--- src/core/mprt_defs.vh ---
// Shared constants for the multi-pipe receive and transaction sequencer.
`ifndef MPRT_DEFS_VH
`define MPRT_DEFS_VH

// System clock rate in MHz.
`define MPRT_CLK_MHZ 200

// Radio settling interval before a packet goes on air, in microseconds.
`define MPRT_SETTLE_US 130

// Retransmit delay step, in microseconds.
`define MPRT_ARD_STEP_US 250

// Longest wait for an acknowledgement address match, in microseconds.
`define MPRT_ACK_WAIT_US 250

// The same three intervals counted in cycles of the 200 MHz clock.
`define MPRT_SETTLE_CYC 24'h00_6590
`define MPRT_ARD_STEP_CYC 24'h00_c350
`define MPRT_ACK_WAIT_CYC 24'h00_c350

// Number of logical receive pipes and their index width.
`define MPRT_NUM_PIPES 6
`define MPRT_PIPE_IDX_W 3

// Pipe enable reset value: pipes 0 and 1 only.
`define MPRT_PIPE_EN_RST 6'h03

// Address field layout.
`define MPRT_ADDR_W 40
`define MPRT_SHARED_W 32
`define MPRT_LSB_W 8

// Shared address width encodings, in bytes on air.
`define MPRT_AW_3B 2'h1
`define MPRT_AW_4B 2'h2
`define MPRT_AW_5B 2'h3

// Timer width in bits; the timers count clock cycles.
`define MPRT_CNT_W 24

`endif

--- src/core/mprt_core.v ---
// Multi-pipe address matching and autonomous transmit/receive sequencing.
`include "mprt_defs.vh"
`default_nettype none

module mprt_core #(
   parameter [`MPRT_CNT_W-1:0] SETTLE_CYC = `MPRT_SETTLE_CYC,
   parameter [`MPRT_CNT_W-1:0] ARD_STEP_CYC = `MPRT_ARD_STEP_CYC,
   parameter [`MPRT_CNT_W-1:0] ACK_WAIT_CYC = `MPRT_ACK_WAIT_CYC
) (
   input wire clk_sys,
   input wire arst_n,
   input wire radio_activate,
   input wire role_is_tx,
   input wire auto_ack_en,
   input wire crc_en,
   input wire [1:0] addr_width,
   input wire [`MPRT_NUM_PIPES-1:0] pipe_enable_bits,
   input wire [`MPRT_ADDR_W-1:0] pipe_zero_receive_address,
   input wire [`MPRT_SHARED_W-1:0] pipe_shared_address,
   input wire [`MPRT_LSB_W-1:0] pipe_1_address_lsb,
   input wire [`MPRT_LSB_W-1:0] pipe_2_address_lsb,
   input wire [`MPRT_LSB_W-1:0] pipe_3_address_lsb,
   input wire [`MPRT_LSB_W-1:0] pipe_4_address_lsb,
   input wire [`MPRT_LSB_W-1:0] pipe_5_address_lsb,
   input wire [3:0] retransmit_delay,
   input wire [3:0] retransmit_limit,
   input wire tx_fifo_not_empty,
   input wire tx_no_ack,
   input wire tx_pkt_done,
   input wire rx_addr_valid,
   input wire [`MPRT_ADDR_W-1:0] rx_addr,
   input wire rx_pkt_end,
   input wire rx_crc_ok,
   input wire rx_no_ack,
   output wire crc_check_on,
   output wire radio_tx_on,
   output wire radio_rx_on,
   output reg tx_pkt_start,
   output reg tx_is_ack,
   output reg [`MPRT_ADDR_W-1:0] ack_dest_addr,
   output reg tx_fifo_pop,
   output reg rx_payload_valid,
   output reg [`MPRT_PIPE_IDX_W-1:0] rx_pipe_number,
   output reg radio_interrupt,
   output reg irq_rx_ready,
   output reg irq_tx_done,
   output reg irq_max_retry
);

   localparam [9:0] S_IDLE = 10'h001;
   localparam [9:0] S_SETTLE = 10'h002;
   localparam [9:0] S_TX = 10'h004;
   localparam [9:0] S_ACKWAIT = 10'h008;
   localparam [9:0] S_ACKRECV = 10'h010;
   localparam [9:0] S_RETRY = 10'h020;
   localparam [9:0] S_RXSRCH = 10'h040;
   localparam [9:0] S_RXRECV = 10'h080;
   localparam [9:0] S_ACKSET = 10'h100;
   localparam [9:0] S_ACKTX = 10'h200;

   reg [9:0] state_reg;
   reg [`MPRT_CNT_W-1:0] cnt_reg;
   reg [`MPRT_CNT_W-1:0] ard_reg;
   reg [3:0] retry_reg;
   reg [`MPRT_PIPE_IDX_W-1:0] rx_pipe_reg;
   reg [`MPRT_NUM_PIPES-1:0] match;
   reg [`MPRT_PIPE_IDX_W-1:0] first_pipe;
   integer i;

   // Only the on-air address bytes take part in a compare.
   function [`MPRT_ADDR_W-1:0] width_mask;
      input [1:0] aw;
      begin
         case (aw)
            `MPRT_AW_3B: width_mask = 40'h00_00ff_ffff;
            `MPRT_AW_4B: width_mask = 40'h00_ffff_ffff;
            default: width_mask = 40'hff_ffff_ffff;
         endcase
      end
   endfunction

   function addr_eq;
      input [`MPRT_ADDR_W-1:0] a;
      input [`MPRT_ADDR_W-1:0] b;
      input [1:0] aw;
      begin
         addr_eq = ((a ^ b) & width_mask(aw)) == 40'h00_0000_0000;
      end
   endfunction

   // The product is kept in a wide variable so no bits are lost early.
   function [`MPRT_CNT_W-1:0] ard_load;
      input [3:0] d;
      input [`MPRT_CNT_W-1:0] step;
      reg [2*`MPRT_CNT_W-1:0] p;
      begin
         p = {24'h00_0000, {20'h0_0000, d} + 24'h00_0001} *
            {24'h00_0000, step};
         ard_load = p[`MPRT_CNT_W-1:0];
      end
   endfunction

   // Pipe 0 is a full address; pipes 1 to 5 reuse the shared upper bytes.
   wire [`MPRT_NUM_PIPES*`MPRT_ADDR_W-1:0] pipe_receive_address = {
      pipe_shared_address, pipe_5_address_lsb,
      pipe_shared_address, pipe_4_address_lsb,
      pipe_shared_address, pipe_3_address_lsb,
      pipe_shared_address, pipe_2_address_lsb,
      pipe_shared_address, pipe_1_address_lsb,
      pipe_zero_receive_address};

   // All pipes are decoded at once with one width setting.
   always @* begin
      match = 6'h00;
      first_pipe = 3'h0;
      for (i = `MPRT_NUM_PIPES - 1; i >= 0; i = i - 1) begin
         match[i] = pipe_enable_bits[i] &&
            addr_eq(rx_addr, pipe_receive_address[i*40 +: 40],
                    addr_width);
         if (match[i]) begin
            first_pipe = i[2:0];
         end
      end
   end

   // The transmitter takes its acknowledgement on its own pipe 0 address.
   wire ack_hit = rx_addr_valid &&
      addr_eq(rx_addr, pipe_zero_receive_address, addr_width);

   assign crc_check_on = crc_en | auto_ack_en;

   assign radio_tx_on = (state_reg == S_TX) || (state_reg == S_ACKTX);
   assign radio_rx_on = (state_reg == S_ACKWAIT) ||
      (state_reg == S_ACKRECV) || (state_reg == S_RXSRCH) ||
      (state_reg == S_RXRECV);

   // A missed or corrupt acknowledgement counts as one failed attempt.
   wire ack_fail =
      ((state_reg == S_ACKWAIT) && !ack_hit &&
       (cnt_reg <= 24'h00_0001)) ||
      ((state_reg == S_ACKRECV) && rx_pkt_end && !rx_crc_ok);

   always @(posedge clk_sys or negedge arst_n) begin
      if (!arst_n) begin
         state_reg <= S_IDLE;
         cnt_reg <= 24'h00_0000;
         ard_reg <= 24'h00_0000;
         retry_reg <= 4'h0;
         rx_pipe_reg <= 3'h0;
         tx_pkt_start <= 1'b0;
         tx_is_ack <= 1'b0;
         ack_dest_addr <= 40'h00_0000_0000;
         tx_fifo_pop <= 1'b0;
         rx_payload_valid <= 1'b0;
         rx_pipe_number <= 3'h0;
         radio_interrupt <= 1'b0;
         irq_rx_ready <= 1'b0;
         irq_tx_done <= 1'b0;
         irq_max_retry <= 1'b0;
      end else begin
         tx_pkt_start <= 1'b0;
         tx_fifo_pop <= 1'b0;
         rx_payload_valid <= 1'b0;
         radio_interrupt <= 1'b0;
         irq_rx_ready <= 1'b0;
         irq_tx_done <= 1'b0;
         irq_max_retry <= 1'b0;
         if (ard_reg != 24'h00_0000) begin
            ard_reg <= ard_reg - 24'h00_0001;
         end
         case (state_reg)
            S_IDLE: begin
               retry_reg <= 4'h0;
               if (radio_activate) begin
                  if (role_is_tx) begin
                     if (tx_fifo_not_empty) begin
                        state_reg <= S_SETTLE;
                        cnt_reg <= SETTLE_CYC;
                     end
                  end else begin
                     state_reg <= S_RXSRCH;
                  end
               end
            end
            S_SETTLE: begin
               if (cnt_reg <= 24'h00_0001) begin
                  state_reg <= S_TX;
                  tx_pkt_start <= 1'b1;
                  tx_is_ack <= 1'b0;
               end else begin
                  cnt_reg <= cnt_reg - 24'h00_0001;
               end
            end
            S_TX: begin
               // The transmitter holds here for the packet's air time.
               if (tx_pkt_done) begin
                  ard_reg <= ard_load(retransmit_delay,
                                      ARD_STEP_CYC);
                  if (tx_no_ack || !auto_ack_en) begin
                     radio_interrupt <= 1'b1;
                     irq_tx_done <= 1'b1;
                     tx_fifo_pop <= 1'b1;
                     state_reg <= S_IDLE;
                  end else begin
                     state_reg <= S_ACKWAIT;
                     cnt_reg <= ACK_WAIT_CYC;
                  end
               end
            end
            S_ACKWAIT: begin
               if (ack_hit) begin
                  state_reg <= S_ACKRECV;
               end else begin
                  cnt_reg <= cnt_reg - 24'h00_0001;
               end
            end
            S_ACKRECV: begin
               if (rx_pkt_end && rx_crc_ok) begin
                  radio_interrupt <= 1'b1;
                  irq_tx_done <= 1'b1;
                  tx_fifo_pop <= 1'b1;
                  state_reg <= S_IDLE;
               end
            end
            S_RETRY: begin
               // Settling lies inside the retransmit delay window.
               // The start leaves at least one full delay after the end.
               if (ard_reg <= 24'h00_0001) begin
                  state_reg <= S_TX;
                  tx_pkt_start <= 1'b1;
                  tx_is_ack <= 1'b0;
               end
            end
            S_RXSRCH: begin
               if (!radio_activate) begin
                  state_reg <= S_IDLE;
               end else if (rx_addr_valid && (match != 6'h00)) begin
                  rx_pipe_reg <= first_pipe;
                  state_reg <= S_RXRECV;
               end
            end
            S_RXRECV: begin
               // Further address hits are ignored until this packet ends.
               if (rx_pkt_end) begin
                  if (rx_crc_ok || !crc_check_on) begin
                     rx_payload_valid <= 1'b1;
                     rx_pipe_number <= rx_pipe_reg;
                     radio_interrupt <= 1'b1;
                     irq_rx_ready <= 1'b1;
                     if (auto_ack_en && !rx_no_ack) begin
                        ack_dest_addr <=
                           pipe_receive_address[rx_pipe_reg*40 +: 40] &
                           width_mask(addr_width);
                        state_reg <= S_ACKSET;
                        cnt_reg <= SETTLE_CYC;
                     end else begin
                        state_reg <= S_RXSRCH;
                     end
                  end else begin
                     state_reg <= S_RXSRCH;
                  end
               end
            end
            S_ACKSET: begin
               if (cnt_reg <= 24'h00_0001) begin
                  state_reg <= S_ACKTX;
                  tx_pkt_start <= 1'b1;
                  tx_is_ack <= 1'b1;
               end else begin
                  cnt_reg <= cnt_reg - 24'h00_0001;
               end
            end
            S_ACKTX: begin
               if (tx_pkt_done) begin
                  state_reg <= S_RXSRCH;
               end
            end
            default: begin
               state_reg <= S_IDLE;
            end
         endcase
         // The packet stays queued after the last attempt fails.
         if (ack_fail) begin
            if (retry_reg == retransmit_limit) begin
               radio_interrupt <= 1'b1;
               irq_max_retry <= 1'b1;
               state_reg <= S_IDLE;
            end else begin
               retry_reg <= retry_reg + 4'h1;
               state_reg <= S_RETRY;
            end
         end
      end
   end

endmodule

`default_nettype wire

--- config.mk ---
export PLATFORM = sky130hd
export DESIGN_NAME = mprt_core
export DESIGN_NICKNAME = d
export VERILOG_FILES = /design/src/core/mprt_core.v
export VERILOG_INCLUDE_DIRS = /design/src /design/src/core
export SDC_FILE = /design/constraint.sdc
export NUM_CORES = 1
export LEC_CHECK = 0
export ABC_AREA = 1
export BUFFER_PORTS_ARGS = -buffer_cell sky130_fd_sc_hd__buf_2
export CAP_MARGIN = 20
export CORE_AREA = 2 2 152 154
export CTS_CLUSTER_SIZE = 24
export DETAILED_ROUTE_END_ITERATION = 12
export DIE_AREA = 0 0 154 156
export PLACE_DENSITY_LB_ADDON = 0.3
export SYNTH_ARGS = -nofsm -noshare
export SYNTH_HDL_FRONTEND = slang
export SYNTH_SLANG_ARGS = --single-unit
--- constraint.sdc ---
create_clock -name clk_sys -period 2.1 [get_ports clk_sys]
set_input_delay 0.42 -clock clk_sys [delete_from_list [all_inputs] [get_ports clk_sys]]
set_output_delay 0.42 -clock clk_sys [all_outputs]
set_load 0.01 [all_outputs]
==> flow_metrics.py, run 1 <==
metrics = {
    "detailed_routing": {
        "wl_met2_mm": 16.9,
        "drc": 0,
        "ant_nets": 0,
        "wl_per_cell_um": 14.7,
        "wl_met3_mm": 1.60,
        "drt-pass1-iter-count": 5,
        "routed.top_layer": "met4",
        "wl_met1_mm": 14.9,
        "viasPerCell": 5.14,
        "num_vias": 12100,
        "wl_mm": 34.5,
        "drt-initial-drc-count": 735,
    },
    "synth": {
        "avgSynthCellArea_um2": 6.30,
        "syn-num-nets": 1786,
        "ys_seq_elements": 114,
        "synth_edf_count": 0,
        "synthArstFlopShare": 1.00,
        "synthCells": 1567,
        "synth-seq-area-share": 0.289,
        "synthDistinctLibCells": 51,
        "yosysWarnings": 0,
        "syn_area_mm2": 0.00988,
        "synth-main-ff-cell": "dfrtp_1",
    },
    "placed_design": {
        "numPortBuffers": 234,
        "place_hpwl_mm": 25.7,
        "gp_congestion": 0.982,
        "dp_cells": 2252,
    },
    "finish": {
        "layout.cells.non_filler": 2351,
        "largest_reg_flops": 40,
        "area_delta_synth_final_pct": 51.7,
        "final_core_util": 0.670,
        "final_common_cell": "nand2_1",
        "drive_above_1_share": 0.368,
        "nets": 2267,
        "mostFrequentLayoutCells": "431 x nand2_1, 229 x buf_2, 219 x buf_4, 200 x inv_1, 147 x nor2_1",
    },
    "status": {
        "violations": "setup timing",
        "outcome": "finished, violations left",
    },
    "global_routing": {
        "antenna_found_initial": 5,
        "grt-ovfl-total": 0,
        "grt_pass1_wl_mm": 52.3,
        "grt_pass1_vias": 11000,
        "grt_max_degree": 64,
        "gr-usage-all-layers": 0.269,
    },
    "clock_network": {
        "clk_pin_slew_ns": 0.06,
        "clk_latency_ns": 0.43,
        "cts_buffer_depth": 2,
        "cts_sinks": 114,
        "htreeDepth": 4,
        "cts_tree": "done",
        "cts_root_buffer": "clkbuf_16",
        "cts_made_buffers": 17,
    },
    "floorplan": {
        "row_count": 55,
        "fp.dieArea_mm2": 0.0240,
        "die_w_um": 154,
        "core_region_area_mm2": 0.0224,
        "fp.dieH_um": 156,
        "initial_utilization": 0.442,
        "pin_count": 235,
    },
    "worst_setup_path": {
        "crit_arrival_ns": 3.10,
        "max_stage_delay_ns": 0.28,
        "required_ns": 2.42,
        "crit_chain": "buf_8 -> ha_4 -> xor2_4 -> ha_4 -> xor2_2 -> ha_4 -> ha_4 -> ha_4 -> nand3_2 -> nand3_2 -> nand2_2 -> nand2_2 -> a21oi_2 -> o21ai_2 -> a21oi_2 -> o21bai_1 -> a21oi_1 -> o21ai_1 -> nand2_1",
        "crit_path_frequent_cell": "ha_4",
        "crit_path_max_fanout": 3,
        "crit_slowest_cell": "ha_4",
        "critPathLaunchType": "primary input",
        "cp-end-kind": "register",
        "path_class": "in -> reg",
    },
    "run": {
        "max_cap_viol_count": 0,
    },
    "sta": {
        "setup_viol": 27,
        "min_period_ns": 2.78,
        "finalMaxSlewViolations": 0,
        "setup_slack_ns": -0.679,
        "holdWs_ns": 0.277,
        "finalHoldViolCount": 0,
        "finalClockSkew_ns": 0.0120,
        "fmax_mhz": 360,
        "slew_headroom": 0.654,
        "fin_crit_sh": 1.32,
        "tightest_slew_ns": 0.515,
        "rsz0062_at_grt": "yes",
        "fin_setup_tns_ns": -5.47,
    },
    "pwr": {
        "leakage_nw": 7.92,
        "p_per_area_mw_per_mm2": 824,
        "peakVddDrop_v": 0.000523,
    },
    "min_path": {
        "worstHoldPathType": "in -> reg",
    },
}
[metrics by stage]
| step | instance area, um2 | setup slack (ns) | total power [W] |
|---|---|---|---|
| after floorplan | 10000 | -0.915 | 0.00568 |
| after global placement | 12900 | -1.12 | 0.00763 |
| after detailed placement | 12900 | -1.21 | 0.00773 |
| after CTS | 13900 | -0.595 | 0.0110 |
| after global routing | 15000 | -0.838 | 0.0131 |
| final | 15000 | -0.679 | 0.0123 |
[cell families (layout without fill, tap and decap cells)]
family | after synthesis | in the layout | synth area share
AND/OR/NAND/NOR | 829 | 829 | 0.357
buffers and inverters | 273 | 767 | 0.108
AO/OA/AOI/OAI | 250 | 250 | 0.142
flip-flops | 114 | 114 | 0.289
XOR/XNOR | 61 | 61 | 0.0541
adder cells (fa/ha/maj) | 38 | 38 | 0.0489
other | 1 | 6 | 0.000380
multiplexers | 1 | 1 | 0.00101
[final timing paths]
check / from / end / slack [ns] / depth (start not counted)
worst min-delay path: rx_addr_valid / rx_pipe_reg[2] / 0.28 / 2
worst max-delay path: retransmit_delay[1] / ard_reg[19] / -0.68 / 19
worst min register to register: ack_dest_addr[31] / ack_dest_addr[31] / 0.48 / 2
min in group asynchronous: arst_n / irq_tx_done / 0.46 / 2
worst max register to register: state_reg[8] / state_reg[6] / -0.08 / 15
max in group asynchronous: arst_n / state_reg[3] / 0.97 / 3
[what timing repair did]
action / 4_1_cts / 5_1_grt
hold buffers: 1 / 0
pin swaps: 47 / 85
cloned: 0 / 5
endpoints found under the hold margin: 20 / 0
setup endpoints to repair: 24 / 66
setup buffers: 27 / 35
gates resized for setup: 56 / 193
[worst max-delay path: cells and delay by family]
| family | cells | cell delay (ns) |
|---|---|---|
| AO/OA/AOI/OAI | 6 | 0.78 |
| XOR/XNOR | 2 | 0.34 |
| AND/OR/NAND/NOR | 5 | 0.36 |
| adder cells (fa/ha/maj) | 5 | 1.10 |
| buffers and inverters | 1 | 0.10 |
[routing by layer]
metal / vias up / track usage
met5: - / 0
met4: 0 / 0.105
met3: 81 / 0.0353
met2: 398 / 0.473
met1: 5590 / 0.336
li1: 6009 / -
[Yosys cell counts, types with 2 or more instances]
master	count	share of area
a32oi_1	2	0.0018
dfrtp_1	113	0.29
a21oi_2	2	0.0018
or2_0	2	0.0013
a31oi_1	4	0.0025
nor3_2	3	0.0030
xnor2_1	31	0.027
o21a_1	5	0.0038
nand3b_1	5	0.0038
or2_2	7	0.0044
clkbuf_1	25	0.0095
a211oi_1	4	0.0030
nand3_2	3	0.0030
nand2_4	2	0.0023
xor2_1	30	0.027
clkinv_1	3	0.0011
o21ai_0	112	0.057
nor2_2	11	0.0070
a21oi_1	58	0.029
ha_1	37	0.047
a21boi_0	2	0.0015
a22oi_1	19	0.014
nor3_1	16	0.0081
and3_1	3	0.0019
nor2_4	4	0.0046
buf_2	3	0.0015
inv_1	218	0.083
inv_2	16	0.0061
o22ai_1	20	0.013
nand4_1	22	0.014
o31ai_1	3	0.0023
buf_4	7	0.0053
o21ai_1	13	0.0066
nor2_1	168	0.064
nand2_1	466	0.18
nor3b_1	2	0.0015
nand3_1	99	0.050
nand2_2	7	0.0044
nor4_1	8	0.0051
[power by group]
group / internal [W] / switching, W / total (W) / leakage, nW
Combinational: 0.00306 / 0.00350 / 0.00656 / 6.17
Clock: 0.00177 / 0.00111 / 0.00287 / 0.267
Sequential: 0.00257 / 0.000336 / 0.00291 / 1.48
[layout make-up]
cell class / count / area, um2
multi-input cells: 1180 / 6830
repair buffers: 496 / 3400
flip-flops and latches: 114 / 2860
diodes: 5 / 12.5
well taps: 285 / 357
clock inverters: 13 / 138
fillers: 1929 / 7390
clock buffers: 19 / 443
repair inverters: 2 / 18.8
inverters: 237 / 917
Note: power is estimated with default switching activity, not from simulation.
==> run 2: changes to the inputs <==
--- a/config.mk
+++ b/config.mk
@@ -9,10 +9,12 @@
 export ABC_AREA = 1
 export BUFFER_PORTS_ARGS = -buffer_cell sky130_fd_sc_hd__buf_2
 export CAP_MARGIN = 20
-export CORE_AREA = 2 2 152 154
+export CELL_PAD_IN_SITES_DETAIL_PLACEMENT = 0
+export CELL_PAD_IN_SITES_GLOBAL_PLACEMENT = 1
+export CORE_AREA = 2 2 165 167
 export CTS_CLUSTER_SIZE = 24
 export DETAILED_ROUTE_END_ITERATION = 12
-export DIE_AREA = 0 0 154 156
+export DIE_AREA = 0 0 167 169
 export PLACE_DENSITY_LB_ADDON = 0.3
 export SYNTH_ARGS = -nofsm -noshare
 export SYNTH_HDL_FRONTEND = slang
==> flow_metrics.py, run 2 (same netlist as run 1, synthesis figures left out) <==
metrics = {
    "placed_design": {
        "place_hpwl_mm": 27.1,
        "gp_congestion": 0.945,
        "numPortBuffers": 234,
        "dp_slack_ns": -1.19,
    },
    "finish": {
        "nets": 2277,
        "drive_above_1_share": 0.366,
        "final_common_cell": "nand2_1",
        "mostFrequentLayoutCells": "434 x nand2_1, 239 x buf_4, 229 x buf_2, 202 x inv_1, 143 x nor2_1",
        "area_delta_synth_final_pct": 53.3,
        "largest_reg_flops": 40,
    },
    "min_path": {
        "worstHoldPathType": "in -> reg",
        "min_path_cells": 2,
        "whs_endpoint": "rx_pipe_reg[2]",
        "hold_start": "rx_addr_valid",
    },
    "global_routing": {
        "gr-usage-all-layers": 0.245,
        "grt_pass1_wl_mm": 56.2,
        "grt_max_degree": 49,
        "met3_usage": 0.0461,
        "grt-ovfl-total": 0,
        "busiest_layer": "met2",
        "antenna_found_initial": 7,
        "grtUsageMet1": 0.306,
        "grt_util_met2": 0.433,
        "grt_pass1_vias": 11500,
    },
    "worst_setup_path": {
        "required_ns": 2.47,
        "regToRegEndpoint": "cnt_reg[6]",
        "max_stage_delay_ns": 0.27,
        "critical_path_buf_inv_count": 1,
        "crit_arrival_ns": 3.07,
        "r2r_setup_slack_ns": -0.06,
        "crit_path_frequent_cell": "ha_4",
        "path_delay_family": "adder cells",
        "regToRegStartpoint": "state_reg[3]",
        "crit_chain": "buf_8 -> ha_4 -> xor2_4 -> ha_4 -> xor2_2 -> ha_4 -> ha_4 -> ha_4 -> nand3_2 -> nand3_2 -> nand2_2 -> nand2_2 -> a21oi_2 -> o21ai_2 -> a21oi_2 -> o21bai_1 -> a21oi_1 -> o21ai_1 -> nand2_1",
        "crit_slowest_cell": "ha_4",
        "crit_path_max_fanout": 3,
        "cp-end-kind": "register",
        "path_class": "in -> reg",
        "reg2reg_depth": 11,
        "critPathLaunchType": "primary input",
    },
    "status": {
        "violations": "setup timing",
        "outcome": "finished, violations left",
    },
    "pwr": {
        "p_per_area_mw_per_mm2": 848,
        "power_w": 0.0128,
        "leakage_nw": 7.96,
        "peakVddDrop_v": 0.000564,
    },
    "floorplan": {
        "core_region_area_mm2": 0.0265,
        "die_w_um": 167,
        "fp.dieH_um": 169,
        "pin_count": 235,
        "fp.dieArea_mm2": 0.0282,
        "row_count": 60,
        "initial_utilization": 0.373,
    },
    "clock_network": {
        "cts_made_buffers": 17,
        "cts_sinks": 114,
        "htreeDepth": 4,
        "clk_latency_ns": 0.43,
        "cts_tree": "done",
        "cts_root_buffer": "clkbuf_16",
        "clk_pin_slew_ns": 0.06,
        "cts_buffer_depth": 2,
    },
    "detailed_routing": {
        "drc": 0,
        "wl_per_cell_um": 14.8,
        "ant_nets": 0,
        "wl_mm": 35.7,
        "viasPerCell": 4.89,
        "num_vias": 11800,
        "drt-initial-drc-count": 863,
        "drt-pass1-iter-count": 7,
    },
    "sta": {
        "slew_headroom": 0.658,
        "min_period_ns": 2.70,
        "setup_viol": 19,
        "setup_slack_ns": -0.601,
        "finalClockSkew_ns": 0.0134,
        "finalMaxSlewViolations": 0,
        "fin_crit_sh": 1.29,
        "fin_setup_tns_ns": -4.97,
        "rsz0062_at_grt": "yes",
        "tightest_slew_ns": 0.513,
        "fmax_mhz": 370,
        "finalHoldViolCount": 0,
    },
    "run": {
        "max_cap_viol_count": 0,
    },
}
-- run 2: how the worst max path moves through the flow --
stage | start | end | slack (ns) | depth (start not counted)
2_1_floorplan | retransmit_delay[0] | ard_reg[19] | -0.92 | 19
3_3_place_gp | retransmit_delay[1] | ard_reg[19] | -1.14 | 20
3_5_place_dp | retransmit_delay[1] | ard_reg[19] | -1.19 | 20
4_1_cts | retransmit_delay[1] | ard_reg[18] | -0.59 | 21
5_1_grt | retransmit_delay[1] | ard_reg[19] | -0.80 | 20
6_report | retransmit_delay[0] | ard_reg[19] | -0.60 | 19
-- run 2: metal layers --
metal  wire (um)  vias to the layer above
met2       17500                      330
met4         687                        0
met1       15500                     5443
met3        2060                       54
met5           0                        -
li1            -                     6001
-- run 2: report_power, final --
part           switching (W)  internal (W)
Combinational        0.00360       0.00311
Sequential          0.000290       0.00257
Clock                0.00109       0.00219
Total                0.00498       0.00786
-- run 2: metrics by stage --
stage / instances / area (um2) / utilization / hold WS [ns]
2_1_floorplan: 1567 / 10000 / - / 0.124
3_3_place_gp: 2336 / 13200 / 0.498 / 0.431
3_5_place_dp: 2336 / 13200 / 0.498 / 0.424
4_1_cts: 2400 / 14500 / 0.549 / 0.278
5_1_grt: 2416 / 15100 / 0.571 / 0.327
6_report: 2417 / 15100 / 0.572 / 0.319
-- run 2: layout make-up --
cell class / instances / area (um2)
Fill cell: 2555 / 11400
Multi-Input combinational cell: 1180 / 6820
Timing Repair Buffer: 506 / 3440
Sequential cell: 114 / 2860
Inverter: 237 / 910
Clock buffer: 21 / 470
Tap cell: 341 / 427
Clock inverter: 10 / 180
Timing Repair inverter: 2 / 23.8
Antenna cell: 6 / 15.0
-- run 2: repair_timing --
action                     in CTS  in global routing
hold buffers                    1                  0
buffers inserted               35                 22
setup endpoints to repair      41                 82
gates cloned                    2                  0
pin swaps                      65                 90
hold endpoints to repair       28                  0
gates resized for setup        99                143
